`src/rtl/pdc_defs.svh`:
```
`ifndef PDC_DEFS_SVH
`define PDC_DEFS_SVH

// ----------------------------------------------------------------------
// register byte offsets
// ----------------------------------------------------------------------
`define PDC_CMD_OFS 8'h00
`define PDC_OPT_OFS 8'h04
`define PDC_PIC_BASE_OFS 8'h08
`define PDC_PIC_OFFSET_OFS 8'h0C
`define PDC_CHUNK_OFS 8'h10
`define PDC_SEQ_BASE_OFS 8'h14
`define PDC_STATUS_OFS 8'h18
`define PDC_INT_EN_OFS 8'h1C
`define PDC_RESULT_OFS 8'h20

// ----------------------------------------------------------------------
// command register fields
// ----------------------------------------------------------------------
`define PDC_CMD_RUN_BIT 0

// ----------------------------------------------------------------------
// option register fields
// ----------------------------------------------------------------------
`define PDC_OPT_PRESCAN_EN_BIT 0
`define PDC_OPT_PRESCAN_MODE_BIT 1
`define PDC_OPT_INTRA_SEARCH_BIT 2
`define PDC_OPT_SKIP_MODE_BIT 3
`define PDC_OPT_FLUSH_BIT 4
`define PDC_OPT_PER_PIC_BIT 5
`define PDC_OPT_FILE_PLAY_BIT 6
`define PDC_OPT_REORDER_EN_BIT 7
`define PDC_OPT_SKIP_LSB 8
`define PDC_OPT_SKIP_MSB 15
`define PDC_OPT_DELAY_LSB 16
`define PDC_OPT_DELAY_MSB 20
`define PDC_OPT_WARMUP_ARM_BIT 21
`define PDC_OPT_USED_MSB 21

// ----------------------------------------------------------------------
// status and interrupt enable fields
// ----------------------------------------------------------------------
`define PDC_ST_BUSY_BIT 0
`define PDC_ST_PRESCAN_BIT 1
`define PDC_ST_STARVING_BIT 2
`define PDC_ST_DONE_BIT 3
`define PDC_INT_DONE_BIT 3

// ----------------------------------------------------------------------
// reset values and result codes
// ----------------------------------------------------------------------
`define PDC_OPT_RESET 32'h0000_0000
`define PDC_WORD_RESET 32'h0000_0000
`define PDC_INT_EN_RESET 32'h0000_0000
`define PDC_IDX_RESET 16'hFFFD
`define PDC_IDX_NONE 16'hFFFF
`define PDC_IDX_SKIPPED 16'hFFFE
`define PDC_IDX_NOT_READY 16'hFFFD

`endif

```
`src/rtl/pdc_pkg.sv`:
```
package pdc_pkg;

    typedef enum logic [2:0] {
        PDC_IDLE = 3'b000,
        PDC_SCAN = 3'b001,
        PDC_GO = 3'b010,
        PDC_HDR = 3'b011,
        PDC_BODY = 3'b100,
        PDC_POST = 3'b101
    } pdc_state_e;

    typedef enum logic [1:0] {
        PDC_M_NORMAL = 2'b00,
        PDC_M_SKIP = 2'b01,
        PDC_M_SEARCH = 2'b10,
        PDC_M_FLUSH = 2'b11
    } pdc_mode_e;

    typedef enum logic [1:0] {
        PDC_OP_DECODE = 2'b00,
        PDC_OP_FLUSH = 2'b01
    } pdc_op_e;

endpackage

```
`src/rtl/pdc_down_counter.sv`:
```
`timescale 1ns/10ps

module pdc_down_counter (
    input wire logic pclk,
    input wire logic presetn,
    input wire logic load,
    input wire logic [15:0] load_value,
    input wire logic dec,
    output logic [15:0] count,
    output logic is_one
);

    always_ff @(posedge pclk or negedge presetn) begin
        if (!presetn) begin
            count <= 16'h0000;
        end else if (load) begin
            count <= load_value;
        end else if (dec && count != 16'h0000) begin
            count <= count - 16'h0001;
        end
    end

    assign is_one = (count == 16'h0001);

endmodule

```
`src/rtl/pdc_picture_decode_control.sv`:
```
// Contract
// - pre-scan on and no full picture: end command at once, no decode
// - pre-scan mode 0 with full picture: go straight on to decoding
// - pre-scan mode 1: return at once with presence code, never decode
// - reorder warm-up: first command decodes delay plus one frames
// - flush flag: output one stored picture, no decode, decoded index -1
// - file play: per-picture base if selected, else sequence base
// - file play: stream length is the command's chunk byte count
// - file play: read from selected base plus start offset
// - command only starts decoding; completion shown by busy and irq
// - skip mode set: skip non-intra frames instead of decoding
// - skip count one forces pre-scan; outcome in pre-scan result
// - skip count above one skips several frames per command
// - intra search count N: skip all before (N+1)th intra, decode it
// - intra search forces pre-scan off, ignoring pre-scan settings
// - stream dry during search: flag it; host keeps feeding data
// - search completion only after the intra frame is decoded
// - completion interrupt enabled by bit 3 of interrupt enable
// - no display: -2 after skipping, -3 otherwise, -1 only at end
// - decoded index -1 if no free buffer or nothing decoded
`timescale 1ns/10ps
`include "pdc_defs.svh"

module pdc_picture_decode_control (
    input wire logic pclk,
    input wire logic presetn,
    input wire logic psel,
    input wire logic penable,
    input wire logic pwrite,
    input wire logic [31:0] paddr,
    input wire logic [31:0] pwdata,
    output logic [31:0] prdata,
    output logic pready,
    output logic pslverr,
    input wire logic picture_ready,
    input wire logic stream_empty,
    input wire logic hdr_valid,
    input wire logic hdr_intra,
    input wire logic frame_done,
    input wire logic no_free_slot,
    input wire logic [15:0] frame_display_slot,
    input wire logic [15:0] frame_decoded_slot,
    output logic frame_go,
    output logic [1:0] frame_op,
    output logic frame_decide,
    output logic frame_keep,
    output logic [31:0] read_addr,
    output logic [31:0] read_len,
    output logic busy_indication,
    output logic search_starving,
    output logic done_irq
);

    // ------------------------------------------------------------------
    // registers and state
    // ------------------------------------------------------------------
    logic [31:0] opt;
    logic [31:0] picture_stream_base;
    logic [31:0] picture_start_offset;
    logic [31:0] chunk_byte_count;
    logic [31:0] sequence_stream_base;
    logic [31:0] int_enable;
    logic done_flag;
    logic prescan_result;
    logic warmup_pending;
    logic [15:0] display_slot_index;
    logic [15:0] decoded_slot_index;
    pdc_pkg::pdc_state_e state;
    pdc_pkg::pdc_mode_e mode;
    logic cap_prescan;
    logic cap_prescan_mode;
    logic cap_skip_mode;
    logic [15:0] cap_skip;
    logic [15:0] cap_frames;
    logic cnt_load;
    logic [15:0] cnt_value;
    logic cnt_dec;
    logic [15:0] cnt;
    logic cnt_one;

    wire logic wr_access = psel && penable && pready && pwrite;
    wire logic setup = psel && !penable && !pready;
    wire logic run_req = wr_access && paddr[7:0] == `PDC_CMD_OFS
        && paddr[31:8] == 24'h00_0000 && pwdata[`PDC_CMD_RUN_BIT];
    wire logic accept = run_req && state == pdc_pkg::PDC_IDLE;
    wire logic [7:0] skip_field = opt[`PDC_OPT_SKIP_MSB:`PDC_OPT_SKIP_LSB];
    wire logic [4:0] delay_field = opt[`PDC_OPT_DELAY_MSB:`PDC_OPT_DELAY_LSB];
    wire logic opt_search = opt[`PDC_OPT_INTRA_SEARCH_BIT];
    wire logic opt_skip_one = (skip_field == 8'h01);
    wire logic done_set = (state == pdc_pkg::PDC_POST);
    wire logic done_clr = wr_access && paddr[7:0] == `PDC_STATUS_OFS
        && paddr[31:8] == 24'h00_0000 && pwdata[`PDC_ST_DONE_BIT];

    // ------------------------------------------------------------------
    // apb slave: zero wait states, error on unmapped words
    // ------------------------------------------------------------------
    logic mapped;
    logic [31:0] rd_word;

    always_comb begin
        mapped = (paddr[31:8] == 24'h00_0000) && (paddr[1:0] == 2'b00);
        rd_word = 32'h0000_0000;
        case (paddr[7:0])
            `PDC_CMD_OFS: rd_word = 32'h0000_0000;
            `PDC_OPT_OFS: rd_word = opt;
            `PDC_PIC_BASE_OFS: rd_word = picture_stream_base;
            `PDC_PIC_OFFSET_OFS: rd_word = picture_start_offset;
            `PDC_CHUNK_OFS: rd_word = chunk_byte_count;
            `PDC_SEQ_BASE_OFS: rd_word = sequence_stream_base;
            `PDC_STATUS_OFS: begin
                rd_word[`PDC_ST_BUSY_BIT] = busy_indication;
                rd_word[`PDC_ST_PRESCAN_BIT] = prescan_result;
                rd_word[`PDC_ST_STARVING_BIT] = search_starving;
                rd_word[`PDC_ST_DONE_BIT] = done_flag;
            end
            `PDC_INT_EN_OFS: rd_word = int_enable;
            `PDC_RESULT_OFS: rd_word = {display_slot_index, decoded_slot_index};
            default: mapped = 1'b0;
        endcase
    end

    always_ff @(posedge pclk or negedge presetn) begin
        if (!presetn) begin
            pready <= 1'b0;
            pslverr <= 1'b0;
            prdata <= 32'h0000_0000;
        end else begin
            pready <= setup;
            pslverr <= setup && !mapped;
            prdata <= (setup && mapped && !pwrite) ? rd_word : 32'h0000_0000;
        end
    end

    // ------------------------------------------------------------------
    // software written registers
    // ------------------------------------------------------------------
    always_ff @(posedge pclk or negedge presetn) begin
        if (!presetn) begin
            opt <= `PDC_OPT_RESET;
            picture_stream_base <= `PDC_WORD_RESET;
            picture_start_offset <= `PDC_WORD_RESET;
            chunk_byte_count <= `PDC_WORD_RESET;
            sequence_stream_base <= `PDC_WORD_RESET;
            int_enable <= `PDC_INT_EN_RESET;
        end else if (wr_access && paddr[31:8] == 24'h00_0000) begin
            case (paddr[7:0])
                `PDC_OPT_OFS: opt <= {10'h000, pwdata[`PDC_OPT_USED_MSB:0]};
                `PDC_PIC_BASE_OFS: picture_stream_base <= pwdata;
                `PDC_PIC_OFFSET_OFS: picture_start_offset <= pwdata;
                `PDC_CHUNK_OFS: chunk_byte_count <= pwdata;
                `PDC_SEQ_BASE_OFS: sequence_stream_base <= pwdata;
                `PDC_INT_EN_OFS: int_enable <= pwdata;
                default: ;
            endcase
        end
    end

    // warm-up armed by host, consumed by the first non-flush reordering command
    always_ff @(posedge pclk or negedge presetn) begin
        if (!presetn) begin
            warmup_pending <= 1'b0;
        end else if (wr_access && paddr[7:0] == `PDC_OPT_OFS
                && paddr[31:8] == 24'h00_0000
                && pwdata[`PDC_OPT_WARMUP_ARM_BIT]) begin
            warmup_pending <= 1'b1;
        end else if (accept && opt[`PDC_OPT_REORDER_EN_BIT]
                && !opt[`PDC_OPT_FLUSH_BIT]) begin
            warmup_pending <= 1'b0;
        end
    end

    // ------------------------------------------------------------------
    // command capture
    // ------------------------------------------------------------------
    always_ff @(posedge pclk or negedge presetn) begin
        if (!presetn) begin
            mode <= pdc_pkg::PDC_M_NORMAL;
            cap_prescan <= 1'b0;
            cap_prescan_mode <= 1'b0;
            cap_skip_mode <= 1'b0;
            cap_skip <= 16'h0000;
            cap_frames <= 16'h0001;
            read_addr <= 32'h0000_0000;
            read_len <= 32'h0000_0000;
        end else if (accept) begin
            if (opt[`PDC_OPT_FLUSH_BIT]) begin
                mode <= pdc_pkg::PDC_M_FLUSH;
            end else if (opt_search) begin
                mode <= pdc_pkg::PDC_M_SEARCH;
            end else if (skip_field != 8'h00) begin
                mode <= pdc_pkg::PDC_M_SKIP;
            end else begin
                mode <= pdc_pkg::PDC_M_NORMAL;
            end
            // search overrides pre-scan; a single skip forces it
            cap_prescan <= !opt_search
                && (opt[`PDC_OPT_PRESCAN_EN_BIT] || opt_skip_one);
            cap_prescan_mode <= opt[`PDC_OPT_PRESCAN_MODE_BIT] && !opt_search;
            cap_skip_mode <= opt[`PDC_OPT_SKIP_MODE_BIT];
            cap_skip <= {8'h00, skip_field};
            cap_frames <= (warmup_pending && opt[`PDC_OPT_REORDER_EN_BIT])
                ? {11'h000, delay_field} + 16'h0001 : 16'h0001;
            if (opt[`PDC_OPT_FILE_PLAY_BIT]) begin
                read_addr <= (opt[`PDC_OPT_PER_PIC_BIT] ? picture_stream_base
                    : sequence_stream_base) + picture_start_offset;
                read_len <= chunk_byte_count;
            end else begin
                read_addr <= sequence_stream_base;
                read_len <= 32'h0000_0000;
            end
        end
    end

    // ------------------------------------------------------------------
    // frame counter: frames to decode, frames to skip or intras to find
    // ------------------------------------------------------------------
    pdc_down_counter u_count (
        .pclk(pclk),
        .presetn(presetn),
        .load(cnt_load),
        .load_value(cnt_value),
        .dec(cnt_dec),
        .count(cnt),
        .is_one(cnt_one)
    );

    wire logic scan_go = state == pdc_pkg::PDC_SCAN
        && mode != pdc_pkg::PDC_M_FLUSH
        && !(cap_prescan && (!picture_ready || cap_prescan_mode));
    wire logic hdr_seen = state == pdc_pkg::PDC_HDR && hdr_valid;
    wire logic skip_drop = mode == pdc_pkg::PDC_M_SKIP
        && !(cap_skip_mode && hdr_intra);
    wire logic search_keep = hdr_intra && cnt_one;
    wire logic keep = (mode == pdc_pkg::PDC_M_SEARCH) ? search_keep
        : !skip_drop;
    wire logic body_more = state == pdc_pkg::PDC_BODY && frame_done
        && mode == pdc_pkg::PDC_M_NORMAL && !cnt_one;

    always_comb begin
        cnt_load = scan_go;
        cnt_value = cap_frames;
        if (mode == pdc_pkg::PDC_M_SEARCH) begin
            cnt_value = cap_skip + 16'h0001;
        end else if (mode == pdc_pkg::PDC_M_SKIP) begin
            cnt_value = cap_skip;
        end
        cnt_dec = body_more
            || (hdr_seen && mode == pdc_pkg::PDC_M_SEARCH && hdr_intra)
            || (hdr_seen && mode == pdc_pkg::PDC_M_SKIP && skip_drop);
    end

    // ------------------------------------------------------------------
    // sequencer
    // ------------------------------------------------------------------
    always_ff @(posedge pclk or negedge presetn) begin
        if (!presetn) begin
            state <= pdc_pkg::PDC_IDLE;
        end else begin
            case (state)
                pdc_pkg::PDC_IDLE: begin
                    if (accept) begin
                        state <= pdc_pkg::PDC_SCAN;
                    end
                end
                pdc_pkg::PDC_SCAN: begin
                    if (mode == pdc_pkg::PDC_M_FLUSH) begin
                        state <= pdc_pkg::PDC_BODY;
                    end else if (scan_go) begin
                        state <= pdc_pkg::PDC_GO;
                    end else begin
                        state <= pdc_pkg::PDC_POST;
                    end
                end
                pdc_pkg::PDC_GO: state <= pdc_pkg::PDC_HDR;
                pdc_pkg::PDC_HDR: begin
                    if (hdr_valid && keep) begin
                        state <= pdc_pkg::PDC_BODY;
                    end else if (hdr_valid && mode == pdc_pkg::PDC_M_SKIP
                            && cnt_one) begin
                        state <= pdc_pkg::PDC_POST;
                    end else if (hdr_valid) begin
                        state <= pdc_pkg::PDC_GO;
                    end
                end
                pdc_pkg::PDC_BODY: begin
                    if (frame_done) begin
                        state <= body_more ? pdc_pkg::PDC_GO
                            : pdc_pkg::PDC_POST;
                    end
                end
                pdc_pkg::PDC_POST: state <= pdc_pkg::PDC_IDLE;
                default: state <= pdc_pkg::PDC_IDLE;
            endcase
        end
    end

    // ------------------------------------------------------------------
    // datapath strobes
    // ------------------------------------------------------------------
    always_ff @(posedge pclk or negedge presetn) begin
        if (!presetn) begin
            frame_go <= 1'b0;
            frame_op <= pdc_pkg::PDC_OP_DECODE;
            frame_decide <= 1'b0;
            frame_keep <= 1'b0;
        end else begin
            frame_go <= (state == pdc_pkg::PDC_GO)
                || (state == pdc_pkg::PDC_SCAN
                && mode == pdc_pkg::PDC_M_FLUSH);
            frame_op <= (mode == pdc_pkg::PDC_M_FLUSH)
                ? pdc_pkg::PDC_OP_FLUSH : pdc_pkg::PDC_OP_DECODE;
            frame_decide <= hdr_seen;
            if (hdr_seen) begin
                frame_keep <= keep;
            end
        end
    end

    // ------------------------------------------------------------------
    // results and status
    // ------------------------------------------------------------------
    always_ff @(posedge pclk or negedge presetn) begin
        if (!presetn) begin
            display_slot_index <= `PDC_IDX_RESET;
            decoded_slot_index <= `PDC_IDX_NONE;
            prescan_result <= 1'b0;
        end else if (accept) begin
            display_slot_index <= `PDC_IDX_NOT_READY;
            decoded_slot_index <= `PDC_IDX_NONE;
            prescan_result <= 1'b0;
        end else if (state == pdc_pkg::PDC_SCAN) begin
            prescan_result <= cap_prescan && picture_ready;
        end else if (hdr_seen && mode == pdc_pkg::PDC_M_SKIP && !keep
                && cnt_one) begin
            display_slot_index <= `PDC_IDX_SKIPPED;
            decoded_slot_index <= `PDC_IDX_NONE;
        end else if (state == pdc_pkg::PDC_BODY && frame_done) begin
            display_slot_index <= frame_display_slot;
            decoded_slot_index <= (no_free_slot
                || mode == pdc_pkg::PDC_M_FLUSH)
                ? `PDC_IDX_NONE : frame_decoded_slot;
        end
    end

    always_ff @(posedge pclk or negedge presetn) begin
        if (!presetn) begin
            busy_indication <= 1'b0;
        end else if (accept) begin
            busy_indication <= 1'b1;
        end else if (done_set) begin
            busy_indication <= 1'b0;
        end
    end

    // set wins over a same-cycle clear
    always_ff @(posedge pclk or negedge presetn) begin
        if (!presetn) begin
            done_flag <= 1'b0;
        end else if (done_set) begin
            done_flag <= 1'b1;
        end else if (done_clr) begin
            done_flag <= 1'b0;
        end
    end

    always_ff @(posedge pclk or negedge presetn) begin
        if (!presetn) begin
            done_irq <= 1'b0;
            search_starving <= 1'b0;
        end else begin
            done_irq <= (done_flag || done_set)
                && int_enable[`PDC_INT_DONE_BIT];
            search_starving <= stream_empty && busy_indication
                && mode == pdc_pkg::PDC_M_SEARCH;
        end
    end

endmodule

```
`config.mk`:
```
export PLATFORM = sky130hd
export DESIGN_NAME = pdc_picture_decode_control
export DESIGN_NICKNAME = d
export VERILOG_FILES = /design/src/rtl/pdc_pkg.sv /design/src/rtl/pdc_down_counter.sv /design/src/rtl/pdc_picture_decode_control.sv
export VERILOG_INCLUDE_DIRS = /design/src /design/src/rtl
export SDC_FILE = /design/constraint.sdc
export NUM_CORES = 1
export LEC_CHECK = 0
export ABC_CLOCK_PERIOD_IN_PS = 7700
export BUFFER_PORTS_ARGS = -buffer_cell sky130_fd_sc_hd__buf_2
export CAP_MARGIN = 30
export CORE_MARGIN = 5
export CORE_UTILIZATION = 55
export CTS_BUF_LIST = sky130_fd_sc_hd__clkbuf_8 sky130_fd_sc_hd__clkbuf_16
export DETAILED_ROUTE_END_ITERATION = 7
export PLACE_DENSITY_LB_ADDON = 0.08
export SLEW_MARGIN = 20
export SYNTH_ARGS = -nofsm -noshare
export SYNTH_HDL_FRONTEND = slang
export SYNTH_HIERARCHICAL = 1
export SYNTH_SLANG_ARGS = --single-unit
```
`constraint.sdc`:
```
create_clock -name pclk -period 7.7 [get_ports pclk]
set_input_delay 0.77 -clock pclk [delete_from_list [all_inputs] [get_ports pclk]]
set_output_delay 0.77 -clock pclk [all_outputs]
set_load 0.01 [all_outputs]
```
# Word-level counts from Yosys, hierarchy flattened
# Index checks and enable logic that the tools add are counted.
[word_totals]
ff_bits = 370
input_bits = 107
[classes]
n_addsub = 4
eq_ne = 23
muxes = 43
n_reduce_logical = 91
[ops]
columns = ["operator", "n"]
rows = [
  ["$mux W16", 13],
  ["$pmux W28 S7", 1],
  ["$mux W32", 4],
  ["$logic_and A1 B1 Y1", 50],
  ["$add A32 B32 Y32", 1],
  ["$eq A8 B5 Y1 const B", 4],
  ["$pmux W4 S8", 1],
  ["$logic_not A24 Y1", 1],
  ["$mux W3", 8],
  ["$eq A16 B1 Y1 const B", 1],
  ["$eq A8 B4 Y1 const B", 2],
  ["$reduce_bool A16 Y1", 1],
  ["$sub A16 B1 Y16 const B", 1],
  ["$pmux W3 S5", 1],
  ["$reduce_and A2 Y1", 7],
  ["$logic_not A1 Y1", 12],
  ["$mux W1", 12],
  ["$reduce_bool A2 Y1", 5],
  ["$add A8 B1 Y9 const B", 1],
  ["$reduce_or A9 Y1", 1],
  ["$eq A8 B1 Y1 const B", 1],
  ["$eq A8 B3 Y1 const B", 1],
  ["$eq A8 B6 Y1 const B", 1],
  ["$logic_not A8 Y1", 1],
  ["other kinds (16)", 30],
]

# Longest topological paths before layout
# Gate-level depths: netlist of run 1.
[logic_depth]
depth_word = 11
ltp_mapped = 13
mapped_depth_nobuf = 11

# Modules after synthesis
# The synthesis of run 1 kept the hierarchy.
[modules_own_cells]
columns = ["module", "instances", "cells_per_inst", "area_per_inst_um2", "seq_area_each_um2"]
rows = [
  ["pdc_picture_decode_control", 1, 1555, 16836.1, 8648.3],
  ["pdc_down_counter", 1, 132, 1102.3, 400.4],
]

# Worst setup path before layout of run 1
# OpenSTA, ideal clock, no wires.
[synth_path]
path_kind = "reg2reg"
startpoint = "reg opt[5]"
endpoint = "reg read_addr[11]"
setup_time_ps = 122
t_arrival_ps = 3206
required_time_ps = 7578
path_slack_ps = 4372
stages_incl_launch_ff = 13
path_buffers = 2
synth_period_minus_slack_ps = 3328
path_cell_list = "dfrtp_1 > clkbuf_1 > buf_1 > mux2_2 > ha_1 > and2_1 > a221oi_1 > nand2_1 > a41o_1 > a221o_1 > a31oi_1 > mux2i_1 > nand2_1"
[synth_via]
elab_chain_cells = 3
[synth_rtl]
columns = ["element", "line_no", "source"]
rows = [
  ["start: declaration", "pdc_picture_decode_control.sv:57", "logic [31:0] opt;"],
  ["start signal: assignment", "pdc_picture_decode_control.sv:139", "opt <= `PDC_OPT_RESET;"],
  ["start signal: assignment", "pdc_picture_decode_control.sv:147", "`PDC_OPT_OFS: opt <= {10'h000, pwdata[`PDC_OPT_USED_MSB:0]};"],
  ["$mux W32", "pdc_picture_decode_control.sv:204", "read_addr <= (opt[`PDC_OPT_PER_PIC_BIT] ? picture_stream_base"],
  ["$add A32 B32 Y32", "pdc_picture_decode_control.sv:204", ""],
  ["$mux W32", "pdc_picture_decode_control.sv:203", "if (opt[`PDC_OPT_FILE_PLAY_BIT]) begin"],
  ["end signal: assignment", "pdc_picture_decode_control.sv:204", ""],
  ["end signal: assignment", "pdc_picture_decode_control.sv:208", "read_addr <= sequence_stream_base;"],
  ["end: declaration", "pdc_picture_decode_control.sv:47", "output logic [31:0] read_addr,"],
]
# No other way between the ends.
# A chain may end at the register's enable or synchronous reset.

# Worst setup path in the final report of run 1
[layout_path]
startpoint = "in paddr[5]"
endpoint = "reg int_enable[15]"
[layout_via]
elab_chain_cells = 2
[layout_rtl]
columns = ["element", "line_no", "source"]
rows = [
  ["start: declaration", "pdc_picture_decode_control.sv:30", "input wire logic [31:0] paddr,"],
  ["$eq A8 B5 Y1", "pdc_picture_decode_control.sv:146", "case (paddr[7:0])"],
  ["$reduce_and A2 Y1 (no line)", "--", ""],
  ["end signal: assignment", "pdc_picture_decode_control.sv:144", "int_enable <= `PDC_INT_EN_RESET;"],
  ["end signal: assignment", "pdc_picture_decode_control.sv:152", "`PDC_INT_EN_OFS: int_enable <= pwdata;"],
  ["end: declaration", "pdc_picture_decode_control.sv:62", "logic [31:0] int_enable;"],
]
# No other way between the ends.

==> results of run 1 <==
## cell type report
class | instances | area, um2 | area share (%)
Clock buffer | 48 | 1122 | 5.396
Clock inverter | 25 | 254.0 | 1.221
Inverter | 23 | 86.33 | 0.4151
Multi-Input combinational cell | 1202 | 8416 | 40.46
Sequential cell | 360 | 9050 | 43.51
Tap cell | 442 | 553.0 | 2.659
Timing Repair Buffer | 238 | 1318 | 6.335
## where the power goes
part | switching (mW) | total [mW] | internal (mW) | leakage [nW]
clock | 0.788 | 1.99 | 1.20 | 0.718
sequential | 0.0443 | 2.02 | 1.98 | 4.87
combinational | 0.110 | 0.180 | 0.0700 | 4.75
total | 0.942 | 4.20 | 3.26 | 10.3
## sequential cells by signal, indices dropped and copies added (netlist names), 16 cells and up
| signal | flops |
|---|---|
| chunk_byte_count | 32 |
| decoded_slot_index | 16 |
| display_slot_index | 16 |
| int_enable | 32 |
| opt | 22 |
| picture_start_offset | 32 |
| picture_stream_base | 32 |
| prdata | 32 |
| read_addr | 32 |
| read_len | 32 |
| sequence_stream_base | 32 |
| u_count/count | 16 |
## worst register-to-register path: stages, from the launching register on
cell and delay, ns:
dfrtp_1 0.65, buf_4 0.43, mux2_2 0.40, ha_1 0.22, fa_1 0.47, a211oi_1 0.35, o211ai_1 0.22, a31o_2 0.29
a21oi_1 0.23, o31ai_1 0.13, o31ai_1 0.26, mux2i_1 0.22, a21oi_1 0.08
## per-layer routing
| metal | routed length [um] | vias to the layer above | GRT usage [%] | part of all wire (%) |
|---|---|---|---|---|
| met5 | 0 | - | 0 | 0 |
| met4 | 1435 | 0 | 8.011 | 2.7 |
| met3 | 3315 | 92 | 4.028 | 6.3 |
| met2 | 24820 | 526 | 46.36 | 47 |
| met1 | 22960 | 7155 | 41.58 | 44 |
| li1 | - | 6545 | - | - |
## cell families (layout without fill, tap and decap cells)
kind of cell    count (synthesis)  after routing  share of synthesized area (%)
simple gates                  513            513                          13.33
compound gates                376            376                          14.18
flops                         360            360                          50.44
mux                           235            235                          14.66
buf+inv                       132            334                          3.153
fa+ha+maj                      36             36                          2.553
xor+xnor                       34             34                          1.660
other cells                     1              8                        0.02090
## layout by cell type, fill, tap and decap left out, types with 5 or more instances in the layout
cell type	n
o31ai_1	10
or3_1	7
o21ai_0	54
inv_1	33
a31oi_1	42
a21oi_1	85
nand3_1	74
o22ai_1	22
conb_1	8
mux2i_1	22
nand2b_1	5
buf_4	23
and3_1	16
nand4_1	7
nor2b_1	8
a22oi_1	62
o211ai_1	5
mux2_2	212
a222oi_1	20
ha_1	35
dfrtp_1	327
a22o_1	12
nor3_1	17
bufinv_16	5
nor2_1	60
o21a_1	5
dfstp_2	32
nor4_1	12
clkbuf_8	7
or4_1	6
a211oi_1	5
clkbuf_16	41
xor2_1	10
and2_1	6
a21o_1	13
buf_2	210
nand2_1	251
nand3b_1	8
xnor2_1	24
## cells in the mapped netlist, types with 16 or more instances
| cell type | n | area (um2) |
|---|---|---|
| dfrtp_1 | 328 | 8208 |
| nand2_1 | 251 | 942.2 |
| mux2_2 | 212 | 2387 |
| a21oi_1 | 85 | 425.4 |
| clkbuf_1 | 74 | 277.8 |
| nand3_1 | 74 | 370.4 |
| a22oi_1 | 62 | 465.5 |
| nor2_1 | 62 | 232.7 |
| o21ai_0 | 54 | 270.3 |
| a31oi_1 | 42 | 262.8 |
| ha_1 | 35 | 437.9 |
| dfstp_2 | 32 | 840.8 |
| buf_2 | 24 | 120.1 |
| xnor2_1 | 24 | 210.2 |
| inv_1 | 22 | 82.58 |
| mux2i_1 | 22 | 220.2 |
| nor3_1 | 22 | 110.1 |
| o22ai_1 | 22 | 137.6 |
| a222oi_1 | 20 | 200.2 |
| and3_1 | 16 | 100.1 |
## final timing paths
kind,from,endpoint,slack (ns),cells past startpoint
worst max-delay path,paddr[5],int_enable[15],3.62,7
worst min-delay path,presetn,u_count/count[10],0.27,1
worst max register to register,opt[5],read_addr[30],3.64,12
worst min register to register,read_len[15],read_len[15],0.45,2
max in group asynchronous,presetn,opt[6],5.92,2
min in group pclk,penable,pready,0.42,2
## metrics by stage
stage	worst slack (ns)	hold WS, ns
final	3.622	0.2650
after detailed placement	3.145	0.4503
after global placement	3.309	0.4446
after floorplan	4.372	0.4334
after global routing	3.376	0.3444
after CTS	3.549	0.3260
==> reports/qor.yml, run 1 <==
slew_headroom_pct: 30.28
crit_family: "simple AND/OR/NAND/NOR gates"
cp_slowest_stage_delay_ns: 0.87
hold_viol: 0
yosysSeqAreaShare_pct: 50.44
hpwl_um: 34830
yosys_warnings: 6
grt_max_degree: 182
cp_slowest_cell: "and3_1"
start_kind: "input pin"
finalSetupTns_ns: 0
drc: 0
holdBufCountCts: 0
syn_area_per_cell_um2: 10.63
cp_num_buf_inv: 2
crit_top_cell: "and2_1"
start_util_pct: 55.42
final_util_pct: 64.25
tightestPinTransition_ns: 1.043
syn_inst: 1687
antenna_left: 0
globalplace.congestion: 0.9109
pin_count: 213
synthesis.area_um2: 17940
drt-pass1-iter-count: 6
groute.usage.overall_pct: 28.87
arrival_ns: 4.49
holdCritPathClass: "input pin to async pin"
synth_edf_count: 0
cts.path.max_buffers: 3
rsz0062_at_grt: "false"
num_vias: 14318
fill_cells: 2672
cts_tree: "yes"
cts.repair.resized: 0
vias_per_cell: 6.124
fin_total_pwr_mw: 4.198
min_period_over_period_pct: 52.97
cts_root_buffer: "clkbuf_16"
irDropWorstVdd_mv: 0.1312
p_leak_nw: 10.33
worstSkewPairLatency_ns: 0.54
netlist-cell-type-count: 85
synthArstFlopShare_pct: 100.0
grt_pass1_vias: 14394
drt-wirelength-per-cell_um: 22.47
dpl-instance-area_um2: 19380
dp.cells: 2263
n_antenna_cell: 0
clock-sinks: 360
setup_viol: 0
fin_skew_ns: 0.01452
ctsHtreeMaxLevel: 2
final_cell_area_um2: 20800
min_period_ns: 4.078
cts_made_buffers: 40
drive_above_1_share_pct: 30.43
gr-total-overflow: 0
syn_to_final_growth_pct: 15.94
cp_max_fo: 19
crit_chain: "buf_2 > nor3_1 > and2_1 > and2_1 > and3_1 > buf_4 > mux2_2"
layoutNonFillerInstCount: 2338
postCtsSetupBuffers: 0
setup.worst_path.end_class: "register"
drv_slew: 0
num-nets-final: 2008
ys_ff_latch: 360
drt_first_iter_violations: 1073
crit_type: "input pin to register"
design.die.area_um2: 36330
power_density_nw_per_um2: 201.8
fp-row-count: 66
status: "complete, no violations"
yosys_most_used_dff: "dfrtp_1"
port_buffers: 211
clk_pin_slew_ns: 0.06
fp.dieH_um: 190.6
routed_wl_um: 52540
core_um2: 32370
grt_pass1_wl_um: 82850
fmax_mhz: 245.2
required_ns: 8.11
antenna_found_initial: 0
fp.dieW_um: 190.6
cap_violations: 0
Power figures use the tool's default switching activity.
==> run 2: changes to the inputs <==
Settings changed: ABC_AREA set to 1, ABC_CLOCK_PERIOD_IN_PS 7700 to 3900.
Clock period 7.7 ns to 3.9 ns, I/O delays scaled along.
==> run 2 against run 1 <==
Synthesized cell count grew 51%. Total power grew 130%. Count of clock-buffer cells in the layout grew 4. Global-route usage grew 3.1 points. Clock skew grew 0.0061 ns. Setup slack lost 2.8 ns. Cell count grew 38%. Die area grew 5.4%. Largest cell class unchanged.
==> reports/qor.yml, run 2 <==
setup.worst_path.end_class: "register"
irDropWorstVdd_mv: 0.3531
grt_max_degree: 95
cts_tree: "yes"
cts_root_buffer: "clkbuf_16"
clk_pin_slew_ns: 0.06
regArea_um2: 9050
yosys_most_used_dff: "dfrtp_1"
setup_viol: 0
fill_cells: 3068
synth_top_cell_by_area: "dfrtp_1"
holdCritPathClass: "input pin to register"
grt_pass1_wl_um: 96990
hp-start: "stream_empty"
cts.repair.resized: 0
power_density_nw_per_um2: 440.1
rsz0062_at_grt: "false"
hpwl_um: 43850
drive_above_1_share_pct: 13.97
dp.cells: 3143
pin_count: 213
fmax_mhz: 324.8
cap_violations: 0
drv_slew: 0
timing.rr.end: "display_slot_index[15]"
groute.usage.overall_pct: 31.98
p_leak_nw: 11.00
clock-sinks: 360
start_kind: "register"
yosysSeqAreaShare_pct: 47.72
synth_edf_count: 0
gr-total-overflow: 0
holdPathEnd: "search_starving"
layoutNonFillerInstCount: 3219
slew_headroom_pct: 41.69
fin_skew_ns: 0.02065
syn_area_per_cell_um2: 7.442
cts.path.max_buffers: 3
start_util_pct: 55.31
num_vias: 17654
final_util_pct: 63.71
globalplace.congestion: 0.9667
fp.dieW_um: 195.7
core_um2: 34290
drt-pass1-iter-count: 6
startpoint: "u_count/count[13]"
drt-wirelength-per-cell_um: 19.04
drt_first_iter_violations: 1450
netlist-cell-type-count: 49
synth_commonest_cells: "nand2_1, o21ai_0, dfrtp_1, inv_1, nor2_1"
r2r_cells: 11
reg2reg_slack_ns: 0.82
final_cell_mix: "nand2_1, o21ai_0, dfrtp_1"
crit_type: "register to register"
ctsHtreeMaxLevel: 2
required_ns: 4.38
arrival_ns: 3.56
final_common_cell: "nand2_1"
cts_made_buffers: 40
worstSkewPairLatency_ns: 0.58
min_period_over_period_pct: 78.95
grt_pass1_vias: 17415
antenna_found_initial: 0
routed_wl_um: 61290
hold_viol: 0
syn_inst: 2548
design.die.area_um2: 38290
port_buffers: 211
n_antenna_cell: 0
fp-row-count: 68
synthArstFlopShare_pct: 100.0
num-nets-final: 2877
synth.top_cell.area_share_pct: 43.28
status: "complete, no violations"
multi_input_area_um2: 8459
r2r-start: "u_count/count[13]"
synthesis.area_um2: 18960
holdBufCountCts: 2
yosysMostFrequentCell: "nand2_1"
min_period_ns: 3.079
antenna_left: 0
yosys_warnings: 6
syn_to_final_growth_pct: 15.20
drc: 0
vias_per_cell: 5.484
synth_area_leaders: "dfrtp_1, nand2_1, o21ai_0"
tightestPinTransition_ns: 0.8747
whs_path_depth: 3
ys_ff_latch: 360
cp_max_fo: 45
finalSetupTns_ns: 0
fp.dieH_um: 195.7
postCtsSetupBuffers: 0
==> run 2: worst max-delay path by stage <==
stage	end	slack [ns]	cells past startpoint
floorplan	read_addr[12]	1.41	13
global placement	prdata[10]	0.77	10
detailed placement	prdata[6]	0.68	10
CTS	display_slot_index[1]	0.85	11
global route	display_slot_index[2]	0.40	11
finish	display_slot_index[15]	0.82	11
==> run 2: final cells by class <==
cell class              instances  area share [%]
flip-flops and latches        360           41.43
multi-input cells            1809           38.72
repair buffers                238           6.071
clock buffers                  52           5.338
inverters                     285           4.897
well taps                     455           2.606
clock inverters                20          0.9393
==> run 2: layer usage <==
layer	global-route usage, %	part of all wire, %	vias up
met5	0	0	-
met2	54.50	49	654
met1	41.50	41	8346
met3	5.083	6.2	136
met4	11.87	3.8	0
li1	-	-	8518
==> run 2: kinds of logic after synthesis <==
family / share of synthesized area, %
and+or+nand+nor: 26.67
AOI/OAI and AO/OA: 14.61
DFF: 47.72
other: 0.01978
adders and majority gates: 2.415
buffers and inverters: 7.924
xor gates and xnor gates: 0.6466
==> run 2: critical path: stages, from the launching register on <==
cell and delay [ns]:
dfrtp_1 0.41, nor2_1 0.17, nand2_1 0.18, nor4_1 0.54
inv_1 0.12, o21ai_0 0.18, nand2_1 0.10, inv_2 0.09
nor2_4 0.06, nor2_4 0.31, nand2_2 0.48, o21ai_0 0.35
==> run 2: power by group <==
group	switching [mW]	total, mW	leakage [nW]	internal, mW
logic	0.956	1.40	5.45	0.448
registers	0.186	4.28	4.84	4.09
clock network	1.62	3.93	0.706	2.31
==> run 2: metrics by stage <==
step	power [mW]	instance area [um2]	hold WS (ns)	setup WS, ns
after floorplan	5.222	18990	0.09441	1.408
after global placement	5.692	20420	0.4275	0.7747
after detailed placement	5.729	20420	0.4309	0.6805
after CTS	9.649	21820	0.03026	0.8452
after global routing	10.01	21850	0.05050	0.4031
final	9.613	21850	0.04580	0.8210
